<file path="src/rstwd_pkg.sv">
// package: constants, register map and types for the reset and watchdog controller
package rstwd_pkg;
    // ==========================================================
    // register map (byte addresses on the apb bus)
    localparam logic [11:0] ADDR_WDOG_CTRL   = 12'h000;
    localparam logic [11:0] ADDR_RST_STATUS  = 12'h004;
    localparam logic [11:0] ADDR_ANALOG_CTRL = 12'h008;
    localparam logic [11:0] ADDR_WDOG_CMD    = 12'h00C;
    // ==========================================================
    // watchdog control field positions
    localparam int WDC_IRQ_FLAG   = 7;
    localparam int WDC_IRQ_ENABLE = 6;
    localparam int WDC_PERIOD_HI  = 5;
    localparam int WDC_UNLOCK     = 4;
    localparam int WDC_RST_ENABLE = 3;
    // reset status field positions
    localparam int RS_TEST_PORT   = 4;
    localparam int RS_WDOG        = 3;
    localparam int RS_BROWNOUT    = 2;
    localparam int RS_EXTERNAL    = 1;
    localparam int RS_SUPPLY      = 0;
    // analog control field positions
    localparam int AC_BANDGAP_SEL = 0;
    localparam int AC_CONV_ENABLE = 1;
    // command register: bit 0 restarts the watchdog, bit 1 acks the irq vector
    localparam int CMD_RESTART    = 0;
    localparam int CMD_IRQ_ACK    = 1;
    // ==========================================================
    // reset values
    localparam logic [7:0] WDOG_CTRL_RESET  = 8'h00;
    localparam logic [4:0] RST_STATUS_RESET = 5'h01;
    // ==========================================================
    // timing
    localparam int  UNLOCK_WINDOW_CYC = 4;
    localparam int  WDOG_BASE_SHIFT   = 11;  // code 0 counts 2048 oscillator cycles
    localparam int  WDOG_CODE_MAX     = 9;   // 8 s at 128 kHz
    localparam int  WDOG_OSC_HZ       = 128000;
    localparam int  SYS_CLOCK_HZ      = 10000000;
    localparam int  WDOG_TICK_DIV     = SYS_CLOCK_HZ / WDOG_OSC_HZ;
    localparam int  RELEASE_DELAY_CYC = 64;
    // ==========================================================
    // types
    typedef struct packed {
        logic supply_low;
        logic ext_pin_low;
        logic brownout_low;
        logic test_port_rst;
    } rst_src_t;

    typedef struct packed {
        logic       irq_enable;
        logic       rst_enable;
        logic [3:0] period_select;
    } wdog_cfg_t;
endpackage : rstwd_pkg

</file>
<file path="src/release_delay.sv">
// release delay counter that stretches the internal reset after the last source drops
`timescale 1ns/1ps
`default_nettype none
module release_delay #(
    parameter int MAX_CYC = 4096
) (
    input  wire logic        i_clock,
    input  wire logic        i_hold,
    input  wire logic [11:0] i_delay_cyc,
    output logic             o_reset_active
);
    import rstwd_pkg::*;

    logic [11:0] count_r;

    initial begin
        if (MAX_CYC < 1 || MAX_CYC > 4096) $error("release_delay: bad MAX_CYC");
    end

    // restarts on any held source; counts down once all sources are gone
    always_ff @(posedge i_clock) begin
        if (i_hold) begin
            count_r <= i_delay_cyc;
        end else if (count_r != 12'h000) begin
            count_r <= count_r - 12'h001;
        end
    end

    // combinational so a new source asserts the reset with no added delay
    assign o_reset_active = i_hold || (count_r != 12'h000);
endmodule : release_delay
`default_nettype wire

</file>
<file path="src/reset_and_watchdog_control.sv">
// reset combiner, release stretch, bandgap enable and enhanced watchdog with apb access
//
// Our own choices: the placing of the registers and the APB slave port.
`timescale 1ns/1ps
`default_nettype none
// Overview of operation
// - internal reset returns all registers but the reset cause flags to initial values; core restarts at vector; tick divider, pulse and read data keep theirs
// - port reset output is a pure combinational OR, needing no clock
// - after all sources go inactive, reset stays on for a fuse-chosen count
// - five sources: supply-up, pin, watchdog, brown-out, test-port register
// - external pin low asserts reset combinationally, clock or not
// - watchdog expiry gives a one-cycle pulse; delay count starts after it
// - reset held while the test-port reset bit is one
// - supply-up release starts delay; supply drop reasserts at once
// - enabled brown-out asserts at once; recovery starts the delay
// - bandgap on if brown-out fused on, comparator selects it, or converter on
// - watchdog counts 128 kHz ticks and fires at the selected time-out
// - restart clears the watchdog counter; otherwise expiry takes its action
// - interrupt mode raises an interrupt usable as a wake-up
// - combined mode sets the irq flag and drops to reset-only mode on the same expiry, so the irq output stays low
// - period selectable from 16 ms to 8 s
// - force-on fuse locks reset enable at 1 and irq enable at 0
// - within four cycles, one write with unlock clear sets enable and period
// - unlock bit clears itself four cycles after being set
// - while watchdog reset flag is set, reset enable reads one, cannot clear
// - irq flag set on expiry, cleared by vector ack or writing one
module reset_and_watchdog_control #(
    parameter int DELAY_MAX_CYC = 4096
) (
    input  wire logic                  i_clock,
    input  wire logic                  i_sys_rst,
    input  wire rstwd_pkg::rst_src_t   i_sources,
    input  wire logic [2:0]            i_brownout_level_fuse,
    input  wire logic [1:0]            i_startup_time_fuse,
    input  wire logic [3:0]            i_clock_select_fuse,
    input  wire logic                  i_wdog_force_on_fuse,
    input  wire logic                  i_psel,
    input  wire logic                  i_penable,
    input  wire logic                  i_pwrite,
    input  wire logic [11:0]           i_paddr,
    input  wire logic [31:0]           i_pwdata,
    output logic                       o_pready,
    output logic                       o_pslverr,
    output logic [31:0]                o_prdata,
    output logic                       o_port_reset,
    output logic                       o_core_reset,
    output logic                       o_wdog_irq,
    output logic                       o_bandgap_enable
);
    import rstwd_pkg::*;

    initial begin
        if (DELAY_MAX_CYC < 64 || DELAY_MAX_CYC > 4096) $error("bad DELAY_MAX_CYC");
    end

    // ==========================================================
    // functions
    function automatic logic [21:0] wdog_limit(input logic [3:0] code);
        logic [3:0] c;
        c = (code > 4'(WDOG_CODE_MAX)) ? 4'(WDOG_CODE_MAX) : code;
        return 22'(22'h000001 << (WDOG_BASE_SHIFT + int'(c)));
    endfunction

    function automatic logic [11:0] fuse_delay(input logic [1:0] startup_time_fuse, input logic [3:0] ck);
        logic [11:0] d;
        d = 12'(RELEASE_DELAY_CYC) << startup_time_fuse;
        return (ck[0]) ? 12'(d << 1) : d;
    endfunction

    // ==========================================================
    // apb decode
    logic wr_en, rd_en;
    logic mapped;
    assign wr_en     = i_psel && i_penable && i_pwrite;
    assign rd_en     = i_psel && i_penable && !i_pwrite;
    assign o_pready  = 1'b1;  // zero wait states keeps the unlock window exact
    assign mapped    = (i_paddr == ADDR_WDOG_CTRL) || (i_paddr == ADDR_RST_STATUS) ||
                       (i_paddr == ADDR_ANALOG_CTRL) || (i_paddr == ADDR_WDOG_CMD);
    assign o_pslverr = i_psel && i_penable && !mapped;

    logic wr_ctrl, wr_status, wr_analog, wr_cmd;
    assign wr_ctrl   = wr_en && (i_paddr == ADDR_WDOG_CTRL);
    assign wr_status = wr_en && (i_paddr == ADDR_RST_STATUS);
    assign wr_analog = wr_en && (i_paddr == ADDR_ANALOG_CTRL);
    assign wr_cmd    = wr_en && (i_paddr == ADDR_WDOG_CMD);

    // ==========================================================
    // reset combining
    logic brownout_enabled;
    logic wdog_pulse_r;
    logic hold_sources;
    logic stretched;
    assign brownout_enabled = (i_brownout_level_fuse != 3'b111);
    // purely combinational so the ports reset without any clock
    assign hold_sources = i_sources.supply_low
                        || i_sources.ext_pin_low
                        || (brownout_enabled && i_sources.brownout_low)
                        || i_sources.test_port_rst
                        || wdog_pulse_r;
    assign o_port_reset = hold_sources || stretched;

    release_delay #(.MAX_CYC(DELAY_MAX_CYC)) u_delay (
        .i_clock        (i_clock),
        .i_hold         (hold_sources),
        .i_delay_cyc    (fuse_delay(i_startup_time_fuse, i_clock_select_fuse)),
        .o_reset_active (stretched)
    );
    // internal reset drives the core back to its vector and clears our registers except the reset cause flags, tick divider, pulse and read data
    assign o_core_reset = stretched;

    logic rst_all;
    assign rst_all = i_sys_rst || stretched;

    // ==========================================================
    // watchdog tick divider (stand-in for the 128 kHz oscillator)
    logic [7:0] tick_div_r;
    logic       wd_tick;
    assign wd_tick = (tick_div_r == 8'(WDOG_TICK_DIV - 1));
    always_ff @(posedge i_clock) begin
        if (i_sys_rst || wd_tick) begin
            tick_div_r <= 8'h00;
        end else begin
            tick_div_r <= tick_div_r + 8'h01;
        end
    end

    // ==========================================================
    // watchdog configuration and flags
    wdog_cfg_t  cfg_r;
    logic       unlock_r;
    logic [2:0] unlock_cnt_r;
    logic       irq_flag_r;
    logic       wdog_rst_flag_r;
    logic       wd_expire;
    logic       eff_rst_en;
    logic       eff_irq_en;
    logic [3:0] wr_period;
    logic       wr_unlock_seq;

    assign wr_period     = {i_pwdata[WDC_PERIOD_HI], i_pwdata[2:0]};
    assign wr_unlock_seq = wr_ctrl && i_pwdata[WDC_UNLOCK] && i_pwdata[WDC_RST_ENABLE];
    assign eff_rst_en    = i_wdog_force_on_fuse || wdog_rst_flag_r || cfg_r.rst_enable;
    assign eff_irq_en    = !i_wdog_force_on_fuse && cfg_r.irq_enable;

    // unlock window: self-clearing after four cycles
    always_ff @(posedge i_clock) begin
        if (rst_all) begin
            unlock_r     <= 1'b0;
            unlock_cnt_r <= 3'h0;
        end else if (wr_unlock_seq) begin
            unlock_r     <= 1'b1;
            unlock_cnt_r <= 3'(UNLOCK_WINDOW_CYC);
        end else if (unlock_cnt_r != 3'h0) begin
            unlock_cnt_r <= unlock_cnt_r - 3'h1;
            unlock_r     <= (unlock_cnt_r != 3'h1);
        end
    end

    // configuration: protected fields only move inside the window
    always_ff @(posedge i_clock) begin
        if (rst_all) begin
            cfg_r <= '{irq_enable: 1'b0, rst_enable: 1'b0, period_select: 4'h0};
        end else begin
            if (wr_ctrl) begin
                cfg_r.irq_enable <= i_pwdata[WDC_IRQ_ENABLE];
                if (i_pwdata[WDC_RST_ENABLE]) begin
                    cfg_r.rst_enable <= 1'b1;               // setting is always allowed
                end else if (unlock_r && !i_pwdata[WDC_UNLOCK]) begin
                    cfg_r.rst_enable <= 1'b0;
                end
                if (unlock_r && !i_pwdata[WDC_UNLOCK]) begin
                    cfg_r.period_select <= wr_period;
                end
            end else if (wd_expire && eff_irq_en && cfg_r.rst_enable) begin
                cfg_r.irq_enable <= 1'b0;   // combined mode falls back to reset
            end else if (wr_cmd && i_pwdata[CMD_IRQ_ACK] && cfg_r.rst_enable) begin
                cfg_r.irq_enable <= 1'b0;   // vector taken in combined mode
            end
        end
    end

    // watchdog counter
    logic [21:0] wd_count_r;
    logic        wd_running;
    assign wd_running = eff_rst_en || eff_irq_en;
    assign wd_expire  = wd_running && wd_tick &&
                        (wd_count_r + 22'h000001 >= wdog_limit(cfg_r.period_select));
    always_ff @(posedge i_clock) begin
        if (rst_all || !wd_running || (wr_cmd && i_pwdata[CMD_RESTART]) || wd_expire) begin
            wd_count_r <= 22'h000000;
        end else if (wd_tick) begin
            wd_count_r <= wd_count_r + 22'h000001;
        end
    end

    // one-cycle reset pulse; the delay starts as it falls
    always_ff @(posedge i_clock) begin
        if (i_sys_rst) begin
            wdog_pulse_r <= 1'b0;
        end else begin
            wdog_pulse_r <= wd_expire && eff_rst_en && !eff_irq_en;
        end
    end

    // interrupt flag: set wins over clear
    always_ff @(posedge i_clock) begin
        if (rst_all) begin
            irq_flag_r <= 1'b0;
        end else if (wd_expire && eff_irq_en) begin
            irq_flag_r <= 1'b1;
        end else if ((wr_ctrl && i_pwdata[WDC_IRQ_FLAG]) ||
                     (wr_cmd && i_pwdata[CMD_IRQ_ACK])) begin
            irq_flag_r <= 1'b0;
        end
    end
    // level output from the flag and the effective irq enable, usable as a wake source
    assign o_wdog_irq = irq_flag_r && eff_irq_en;

    // ==========================================================
    // reset cause flags, not cleared by the internal reset itself
    logic [4:0] cause_r;
    logic [4:0] cause_set;
    assign cause_set = {i_sources.test_port_rst, wdog_pulse_r,
                        brownout_enabled && i_sources.brownout_low,
                        i_sources.ext_pin_low, i_sources.supply_low};
    assign wdog_rst_flag_r = cause_r[RS_WDOG];
    always_ff @(posedge i_clock) begin
        if (i_sys_rst) begin
            cause_r <= RST_STATUS_RESET;
        end else begin
            // set beats a software clear in the same cycle
            cause_r <= (wr_status ? (cause_r & i_pwdata[4:0]) : cause_r) | cause_set;
        end
    end

    // ==========================================================
    // analog control and bandgap enable
    logic bandgap_sel_r;
    logic conv_enable_r;
    always_ff @(posedge i_clock) begin
        if (rst_all) begin
            bandgap_sel_r <= 1'b0;
            conv_enable_r <= 1'b0;
        end else if (wr_analog) begin
            bandgap_sel_r <= i_pwdata[AC_BANDGAP_SEL];
            conv_enable_r <= i_pwdata[AC_CONV_ENABLE];
        end
    end
    // start-up wait after enabling is left to firmware
    assign o_bandgap_enable = brownout_enabled || bandgap_sel_r || conv_enable_r;

    // ==========================================================
    // read data, registered
    always_ff @(posedge i_clock) begin
        if (i_sys_rst) begin
            o_prdata <= 32'h00000000;
        end else if (i_psel && !i_penable && !i_pwrite) begin
            case (i_paddr)
                ADDR_WDOG_CTRL:   o_prdata <= {24'h000000, irq_flag_r, eff_irq_en,
                                               cfg_r.period_select[3], unlock_r,
                                               eff_rst_en, cfg_r.period_select[2:0]};
                ADDR_RST_STATUS:  o_prdata <= {27'h0000000, cause_r};
                ADDR_ANALOG_CTRL: o_prdata <= {30'h00000000, conv_enable_r, bandgap_sel_r};
                default:          o_prdata <= 32'h00000000;
            endcase
        end
    end
endmodule : reset_and_watchdog_control
`default_nettype wire

</file>
<file path="config.mk">
export PLATFORM = sky130hd
export DESIGN_NAME = reset_and_watchdog_control
export DESIGN_NICKNAME = d
export VERILOG_FILES = /design/src/rstwd_pkg.sv /design/src/release_delay.sv /design/src/reset_and_watchdog_control.sv
export SDC_FILE = /design/constraint.sdc
export NUM_CORES = 1
export LEC_CHECK = 0
export BUFFER_PORTS_ARGS = -buffer_cell sky130_fd_sc_hd__buf_2
export CORE_UTILIZATION = 40
export DETAILED_ROUTE_END_ITERATION = 8
export SETUP_SLACK_MARGIN = 0.1
export SYNTH_ARGS = -nofsm -noshare
export SYNTH_HDL_FRONTEND = slang
export SYNTH_SLANG_ARGS = --single-unit
</file>
<file path="constraint.sdc">
create_clock -name i_clock -period 3.8 [get_ports i_clock]
set_input_delay 0.76 -clock i_clock [delete_from_list [all_inputs] [get_ports i_clock]]
set_output_delay 0.76 -clock i_clock [all_outputs]
set_load 0.02 [all_outputs]
</file>
# Word-level counts from Yosys, hierarchy flattened
# Cells that the tools add are included.
[totals]
register_bits = 93
in_bits = 63
[op_classes]
add_sub_neg = 5
n_lt_le_gt_ge = 2
n_eq_ne = 6
n_shift = 2
n_mux = 17
n_bitwise = 2
reduce_logical = 63
[op_table]
columns = ["operator", "n"]
rows = [
  ["12-bit 2-to-1 mux", 3],
  ["1-bit logical AND", 25],
  ["12-bit by 4-bit == test with 1-bit output, second input constant", 2],
  ["8-bit case mux with 3 select lines", 1],
  ["22-bit by 1-bit adder with 22-bit output, second input constant", 1],
  ["22-bit >= comparator", 1],
  ["1-bit by 5-bit << shifter with 22-bit output, first input constant", 1],
  ["1-bit logical OR", 20],
  ["12-bit by 3-bit == test with 1-bit output, second input constant", 1],
  ["12-bit logical NOT", 1],
  ["12-bit nonzero test", 1],
  ["7-bit by 2-bit << shifter with 12-bit output, first input constant", 1],
  ["12-bit by 1-bit subtractor with 12-bit output, second input constant", 1],
  ["1-bit 2-to-1 mux", 9],
  ["8-bit by 1-bit adder with 8-bit output, second input constant", 1],
  ["8-bit by 7-bit == test with 1-bit output, second input constant", 1],
  ["2-bit nonzero test", 4],
  ["1-bit logical NOT", 7],
  ["3-bit 2-to-1 mux", 2],
  ["3-bit nonzero test", 2],
  ["4-bit by 4-bit adder with 5-bit output, first input constant", 1],
  ["5-bit bitwise AND", 1],
  ["5-bit 2-to-1 mux", 1],
  ["5-bit OR", 1],
  ["7 further kinds", 8],
]

# Logic depth before layout (Yosys ltp)
# Gate-level depths: netlist of the first run.
[logic_depth]
depth_word = 10
mapped_depth = 17
depth_no_buf = 14

# By module
# From an unflattened synthesis of the first run, not the netlist that was laid out.
[hier_totals]
hier_cells = 579
area_unflattened_um2 = 4682.0
[modules_own_cells]
columns = ["module", "n_inst", "cells_each", "area_per_inst_um2", "seq_area_each_um2"]
rows = [
  ["reset_and_watchdog_control", 1, 501, 3915.0, 1141.1],
  ["release_delay", 1, 78, 767.0, 360.3],
]

# Least setup slack after synthesis of the first run
# Ideal clock, no wire load.
[synth_timing]
path_kind = "register to register"
startpoint = "register cfg_r[2] (netlist bit)"
endpoint = "register wd_count_r[1]"
setup_ns = 0.064
t_arrival_ns = 3.873
slack_ns = -0.137
stages_incl_launch_ff = 18
path_cell_list = "dfxtp_1 clkbuf_1 a211oi_1 inv_1 ha_1 clkbuf_1 nor2b_1 nor3b_1 nand3_1 ha_1 a211o_1 a21oi_1 o21ai_1 a2111o_1 o21a_1 or4_4 buf_6 nor2_1"
[synth_between]
elab_chain_cells = 7
[synth_rtl]
columns = ["item", "line", "text"]
rows = [
  ["start, declared", "reset_and_watchdog_control.sv:129", "wdog_cfg_t cfg_r;"],
  ["start signal, assigned", "reset_and_watchdog_control.sv:162", "cfg_r <= '{irq_enable: 1'b0, rst_enable: 1'b0, period_select: 4'h0};"],
  ["4-bit > comparator", "reset_and_watchdog_control.sv:60", "c = (code > 4'(WDOG_CODE_MAX)) ? 4'(WDOG_CODE_MAX) : code;"],
  ["4-bit 2-to-1 mux *", "reset_and_watchdog_control.sv:60", ""],
  ["4-bit by 4-bit adder with 5-bit output *", "reset_and_watchdog_control.sv:61", "return 22'(22'h000001 << (WDOG_BASE_SHIFT + int'(c)));"],
  ["1-bit by 5-bit << shifter with 22-bit output *", "reset_and_watchdog_control.sv:61", ""],
  ["22-bit >= comparator *", "reset_and_watchdog_control.sv:187", "(wd_count_r + 22'h000001 >= wdog_limit(cfg_r.period_select));"],
  ["1-bit logical AND *", "reset_and_watchdog_control.sv:186", "assign wd_expire = wd_running && wd_tick &&"],
  ["1-bit logical OR *", "reset_and_watchdog_control.sv:189", "if (rst_all || !wd_running || (wr_cmd && i_pwdata[CMD_RESTART]) || wd_expire) begin"],
  ["end signal, assigned", "reset_and_watchdog_control.sv:192", "wd_count_r <= wd_count_r + 22'h000001;"],
  ["end, declared", "reset_and_watchdog_control.sv:183", "logic [21:0] wd_count_r;"],
]
# Every way passes the cells marked *; elsewhere a longest branch is shown, timed or not.
# A chain may end at the register's enable or synchronous reset.

# Final worst setup path of the first run
[layout_timing]
startpoint = "register cfg_r[3] (netlist bit)"
endpoint = "register wd_count_r[9]"
# Same word-level chain as after synthesis.

==> results of run 1 <==
state kept, by name, summed over array words and instances, names as in the netlist, 3 cells and up:
| name | flops |
|---|---|
| cfg_r | 6 |
| wd_count_r | 22 |
| o_prdata | 8 |
| cause_r | 5 |
| u_delay.count_r | 12 |
| unlock_cnt_r | 3 |
| tick_div_r | 8 |
how the worst min path moves through the flow:
stage,from,to,slack [ns]
2_1_floorplan,wdog_pulse_r,cause_r[3],0.43
3_3_place_gp,o_prdata[6],o_prdata[6],0.44
3_5_place_dp,o_prdata[5],o_prdata[5],0.44
4_1_cts,o_prdata[6],o_prdata[6],0.45
5_1_grt,o_prdata[5],o_prdata[5],0.48
6_report,o_prdata[6],o_prdata[6],0.45
power groups by stage:
| stage | combinational, mW | sequential, mW | clock (mW) |
|---|---|---|---|
| 6_report | 0.136 | 0.771 | 0.793 |
| 5_1_grt | 0.153 | 0.773 | 0.841 |
| 4_1_cts | 0.136 | 0.772 | 0.812 |
| 3_5_place_dp | 0.133 | 0.788 | 0 |
| 3_3_place_gp | 0.130 | 0.787 | 0 |
| 2_1_floorplan | 0.113 | 0.785 | 0 |
kinds of logic after synthesis:
group | after synthesis | synth area share
AND/OR/NAND/NOR | 251 | 0.278
flip-flops | 69 | 0.333
AO/OA/AOI/OAI | 64 | 0.0818
XOR/XNOR | 57 | 0.111
buffers and inverters | 61 | 0.0760
other | 2 | 0.00166
multiplexers | 12 | 0.0272
adder cells (fa/ha/maj) | 33 | 0.0915
repair_timing:
action	CTS	global route
hold buffers	0	0
gates resized for setup	2	32
cloned	2	1
pin swaps	3	16
buffers inserted	1	2
setup endpoints to repair	22	22
placed cells by master (no fill, tap or decap), types with 7 or more instances in the layout:
cell type,n
nor2b_1,8
nand2_1,50
conb_1,25
edfxtp_1,12
nor3_1,7
nand4_1,12
xnor2_1,28
o21ai_0,18
nor2_2,7
nor2_1,73
nand3_1,37
a21oi_1,27
buf_4,26
inv_1,15
clkbuf_16,9
xor2_1,29
mux2i_1,10
buf_2,48
dfxtp_1,56
nand2b_1,9
ha_1,30
metrics by stage:
step	setup slack, ns	power (mW)
final	0.210	1.70
after global routing	0.0558	1.77
after CTS	0.0788	1.72
after detailed placement	0.0357	0.920
after global placement	0.108	0.917
after floorplan	0.103	0.898
layer usage:
layer | vias up | track usage
met3 | 11 | 0.0434
met1 | 1836 | 0.241
li1 | 1976 | -
met4 | 0 | 0.0558
met5 | - | 0
met2 | 80 | 0.310
synth_stat cells, types with 3 or more instances:
library cell,n,area share
nor4_1,7,0.0097
edfxtp_1,12,0.080
or4_1,3,0.0050
dfxtp_1,57,0.25
ha_1,33,0.092
nor2b_1,11,0.015
nand3_1,37,0.041
clkbuf_1,14,0.012
a21oi_1,29,0.032
nand2_1,50,0.042
and2_1,4,0.0055
xor2_1,29,0.056
inv_1,16,0.013
mux2i_1,10,0.022
or3_1,6,0.0083
nor3_1,9,0.010
xnor2_1,28,0.054
buf_4,26,0.043
nand2b_1,9,0.012
nand4_1,12,0.017
and3_1,4,0.0055
o21ai_0,18,0.020
nand3b_1,6,0.010
nor2_1,79,0.066
o21a_1,3,0.0050
layout make-up:
| class | count | area [µm²] |
|---|---|---|
| fill | 1086 | 5540 |
| clock inverter | 7 | 56.3 |
| tap | 140 | 175 |
| timing repair buffer | 75 | 447 |
| inverter | 16 | 60.1 |
| sequential | 69 | 1510 |
| clock buffer | 9 | 225 |
| multi-input combinational | 445 | 2930 |
worst max-delay path, cell delays in order, from the launching register on:
cell and delay, ns:
dfxtp_4 0.36, a211oi_4 0.30, buf_4 0.17, ha_4 0.21
nor2b_4 0.13, nor3b_4 0.15, and2_1 0.17, ha_1 0.26
nand2b_1 0.14, a21oi_1 0.17, o21ai_2 0.07, a2111o_1 0.46
o21a_4 0.24, or4_4 0.59, nor2_2 0.11
==> flow_summary.yaml, run 1 <==
synth:
  ys_types: 54
  syn_inst: 549
  syn-mean-instance-area_um2: 8.22
  synth_flop_cell: "dfxtp_1"
  yosysWarnings: 0
  syn_area_mm2: 0.00451
  synth-seq-cells: 69
  ys_seq_area_frac: 0.333
  async_reset_ff_frac: 0
  synth_edf_count: 12
pwr:
  swShare: 0.260
  p_seq_frac: 0.454
  p_comb_frac: 0.080
  pwr-share-clk: 0.466
  power_density_mw_per_mm2: 315
  leakagePower_nw: 2.20
  internal_power_mw: 1.26
  peakVddDrop_v: 0.000255
  power_switching_mw: 0.442
timing:
  max_freq_ghz: 0.279
  setup_tns_ns: 0
  setup_violations: 0
  clock_skew_ns: 0.00879
  slew_headroom: 0.385
  slew_viol_final: 0
  rsz0062_at_grt: "false"
  finalHoldViolCount: 0
  period_minus_slack_ns: 3.59
  fin_crit_sh: 0.945
  tightest_slew_ns: 0.914
  holdWs_ns: 0.449
setup_path:
  cp.required_ns: 4.08
  endpoint: "wd_count_r[9]"
  critical_path_class: "reg2reg"
  cp.arrival_ns: 3.87
  r2r_end: "wd_count_r[9]"
  start_kind: "flip-flop"
  critical_path.max_fanout: 6
  r2r-start: "cfg_r[3]"
  reg2reg_slack_ns: 0.21
  crit_path_end_kind: "flip-flop"
  ff2ff_path_depth: 14
  critPathLaunch: "cfg_r[3]"
worst_hold_path:
  min_path_cells: 2
  hold_path.class: "reg2reg"
clock_network:
  cts.sinks: 69
  cts_tree: "yes"
  clock_latency_ns: 0.34
  clk_path_buf_depth: 2
  cts-root-buf: "clkbuf_16"
  clkSlewWorstSetupHoldPaths_ns: 0.06
  numCtsBuffers: 9
  htreeDepth: 3
floorplan:
  num_rows: 38
  die_h_um: 108
  start_util: 0.413
  die-width_um: 108
  core_area_mm2: 0.0109
  pin_count: 101
  fp.dieArea_mm2: 0.0117
cells_and_area:
  final_cells: 761
  final_util: 0.494
  final_nets: 712
  areaGrowthSynthToFinish_pct: 19.7
  layout-drive-gt1-share: 0.208
  num_antenna_cells: 0
  finalInstanceArea_mm2: 0.00540
drt:
  routed_wl_mm: 10.5
  wl_met1_mm: 4.91
  viasPerCell: 5.13
  firstDrtPassIters: 4
  met3WireLength_um: 453
  drc: 0
  routedWlPerCell_um: 13.8
  num_vias: 3903
  met2WireLength_mm: 5.04
  top_layer: "met4"
  ant_nets: 0
  drtIter0Drc: 267
run:
  max_cap_violations: 0
placement:
  gp_routability_congestion: 0.854
  io_buffers: 48
  dp_hpwl_mm: 7.62
  dp.cells: 739
  place_area_mm2: 0.00493
global_route:
  grt.total_usage: 0.187
  grt_pass1_vias: 3664
  grt_pass1_wl_mm: 17.0
  grt_max_degree: 19
  antenna_found_initial: 0
  overflow: 0
outcome:
  status: "finished, final reports clean"
(Power assumes the default switching activity.)
==> run 2, diff against run 1 <==
--- a/config.mk
+++ b/config.mk
@@ -5,6 +5,7 @@
 export SDC_FILE = /design/constraint.sdc
 export NUM_CORES = 1
 export LEC_CHECK = 0
+export ABC_AREA = 1
 export BUFFER_PORTS_ARGS = -buffer_cell sky130_fd_sc_hd__buf_2
 export CORE_UTILIZATION = 40
 export DETAILED_ROUTE_END_ITERATION = 8
==> run 2 against run 1 <==
  * Sequential share of layout area increased by 0.12 points
  * Power up 5.5%
  * Global-route usage down 1.1 points
  * Largest power group unchanged
  * Final cell count is 14% higher
  * Highest routed layer unchanged
  * Clock power is 13% higher
  * Hold slack improved by 0.0074 ns
  * Synthesized cell count up 21%
  * Count of clock-buffer cells in the layout increased by 1
  * First-iteration DRC count is 8.2% higher
  * Sequential power about the same
==> flow_summary.yaml, run 2 <==
worst_hold_path:
  hold_path.class: "reg2reg"
synth:
  synth_flop_cell: "dfxtp_1"
  yosys-top-cells-area: "dfxtp_1, nand2_1, ha_1"
  yosysWarnings: 0
  syn_area_mm2: 0.00474
  ys_types: 45
  ys_seq_area_frac: 0.317
  syn_inst: 665
  synth_edf_count: 12
  synth.most_common_cell: "nand2_1"
  syn-mean-instance-area_um2: 7.12
  async_reset_ff_frac: 0
  synth-seq-cells: 69
  netlist.area_leader.share: 0.241
  synthTopCellsByCount: "nand2_1, inv_1, nor2_1, dfxtp_1, a21oi_1"
  yosysTopAreaCell: "dfxtp_1"
placement:
  place_area_mm2: 0.00502
  dp_slack_ns: 0.332
  dp_hpwl_mm: 8.16
  gp_routability_congestion: 0.880
  dp.cells: 846
  io_buffers: 48
floorplan:
  pin_count: 101
  fp.dieArea_mm2: 0.0123
  die_h_um: 111
  start_util: 0.413
  num_rows: 39
  die-width_um: 111
  core_area_mm2: 0.0115
setup_path:
  cp.required_ns: 4.06
  slowest_delay_ns: 0.33
  critical_path_class: "reg2reg"
  crit_family: "simple AND/OR/NAND/NOR gates"
  slowest_stage: "dfxtp_1"
  cp.arrival_ns: 3.63
  crit_path_end_kind: "flip-flop"
  path_cells: "o21a_1, nor2_1, inv_1, nor2_1, inv_2, ha_1, nor2_1, inv_1, nor3_1, nand2_1, ha_1, nand2_1, nor2_1, nand2_1, inv_1, nand3b_1, nand4_1, nand2_1, nand3_4, buf_4, nor3_1"
  path_buf_inv: 5
  critical_path.max_fanout: 8
  start_kind: "flip-flop"
timing:
  slew_headroom: 0.620
  max_freq_ghz: 0.296
  holdWs_ns: 0.456
  period_minus_slack_ns: 3.37
  finalHoldViolCount: 0
  rsz0062_at_grt: "true"
  fin_crit_sh: 0.888
  setup_violations: 0
  clock_skew_ns: 0.00409
  slew_viol_final: 0
  tightest_slew_ns: 0.569
  setup_tns_ns: 0
  fin_ws_ns: 0.426
cells_and_area:
  final_cell_mix: "nand2_1, inv_1, nor2_1"
  final_cells: 864
  final_nets: 812
  largest_reg_flops: 22
  layout_commonest_cell: "nand2_1"
  reg_top3: "wd_count_r x22, u_delay.count_r x12"
  final_util: 0.468
  largest-register: "wd_count_r"
  finalInstanceArea_mm2: 0.00536
  fill_cells: 1176
  layout-drive-gt1-share: 0.150
  areaGrowthSynthToFinish_pct: 13.2
  num_antenna_cells: 0
clock_network:
  numCtsBuffers: 9
  cts-root-buf: "clkbuf_16"
  ctsHoldBuffers: 0
  clock_latency_ns: 0.33
  clkSlewWorstSetupHoldPaths_ns: 0.06
  htreeDepth: 3
  clk_path_buf_depth: 2
  cts_tree: "yes"
  cts.sinks: 69
pwr:
  peakVddDrop_v: 0.000233
  power_density_mw_per_mm2: 334
  power.total_mw: 1.79
  leakagePower_nw: 2.45
drt:
  drtIter0Drc: 289
  routedWlPerCell_um: 12.1
  num_vias: 4190
  drc: 0
  routed_wl_mm: 10.4
  ant_nets: 0
  firstDrtPassIters: 4
  viasPerCell: 4.85
global_route:
  use_met3: 0.0388
  use_met1: 0.226
  grt.total_usage: 0.176
  grt_pass1_vias: 3923
  antenna_found_initial: 0
  met2_usage: 0.290
  grt_max_degree: 22
  grt_pass1_wl_mm: 17.7
  overflow: 0
  grt.busiest_layer: "met2"
run:
  max_cap_violations: 0
outcome:
  status: "finished, final reports clean"
## run 2: changes by cell type in the layout (fill, tap and decap cells not counted), sizes merged, moves of 11 or more
cell | before | now
nor2b | 11 | 0
xnor2 | 28 | 2
inv | 19 | 93
nand2 | 50 | 145
buf | 75 | 54
o21ai | 19 | 31
a21oi | 29 | 43
nor3 | 10 | 27
## run 2: final timing paths
check | from | endpoint | slack [ns] | cells past startpoint
max | cfg_r[1] | wd_count_r[19] | 0.43 | 21
min | wdog_pulse_r | cause_r[3] | 0.46 | 2
max reg2reg | cfg_r[1] | wd_count_r[19] | 0.43 | 21
min reg2reg | wdog_pulse_r | cause_r[3] | 0.46 | 2
## run 2: cell families after synthesis
kind of cell,share of synthesized area
AOI/OAI and AO/OA,0.105
xor gates and xnor gates,0.0457
adders and majority gates,0.0872
buffers and inverters,0.128
DFF,0.317
other,0.00159
and+or+nand+nor,0.316
## run 2: per-layer routing
layer / wire [µm] / up-vias
met5: 0 / -
met4: 127 / 0
met3: 366 / 10
met2: 4940 / 65
met1: 4990 / 1907
li1: - / 2208
## run 2: power by group
| part | internal, mW | switching [mW] | leakage, nW |
|---|---|---|---|
| clock network | 0.574 | 0.319 | 0.156 |
| registers | 0.759 | 0.00940 | 0.604 |
| logic | 0.0413 | 0.0896 | 1.69 |
## run 2: timing repair
| item | 4_1_cts | 5_1_grt |
|---|---|---|
| setup endpoints to repair | 0 | 19 |
| buffers inserted | 0 | 2 |
| gates resized for setup | 0 | 1 |
## run 2: worst min-delay path, delay by kind of cell, from the launching register on
kind,cells,cell delay [ns]
DFF,1,0.31
buffers and inverters,1,0.05
AOI/OAI and AO/OA,1,0.05
## run 2: layout make-up
type	instances	area [µm²]	area share
Clock buffer	10	229	0.0427
Clock inverter	6	87.6	0.0163
Inverter	93	349	0.0651
Multi-Input combinational cell	489	2720	0.507
Sequential cell	69	1500	0.280
Tap cell	143	179	0.0334
Timing Repair Buffer	54	298	0.0555
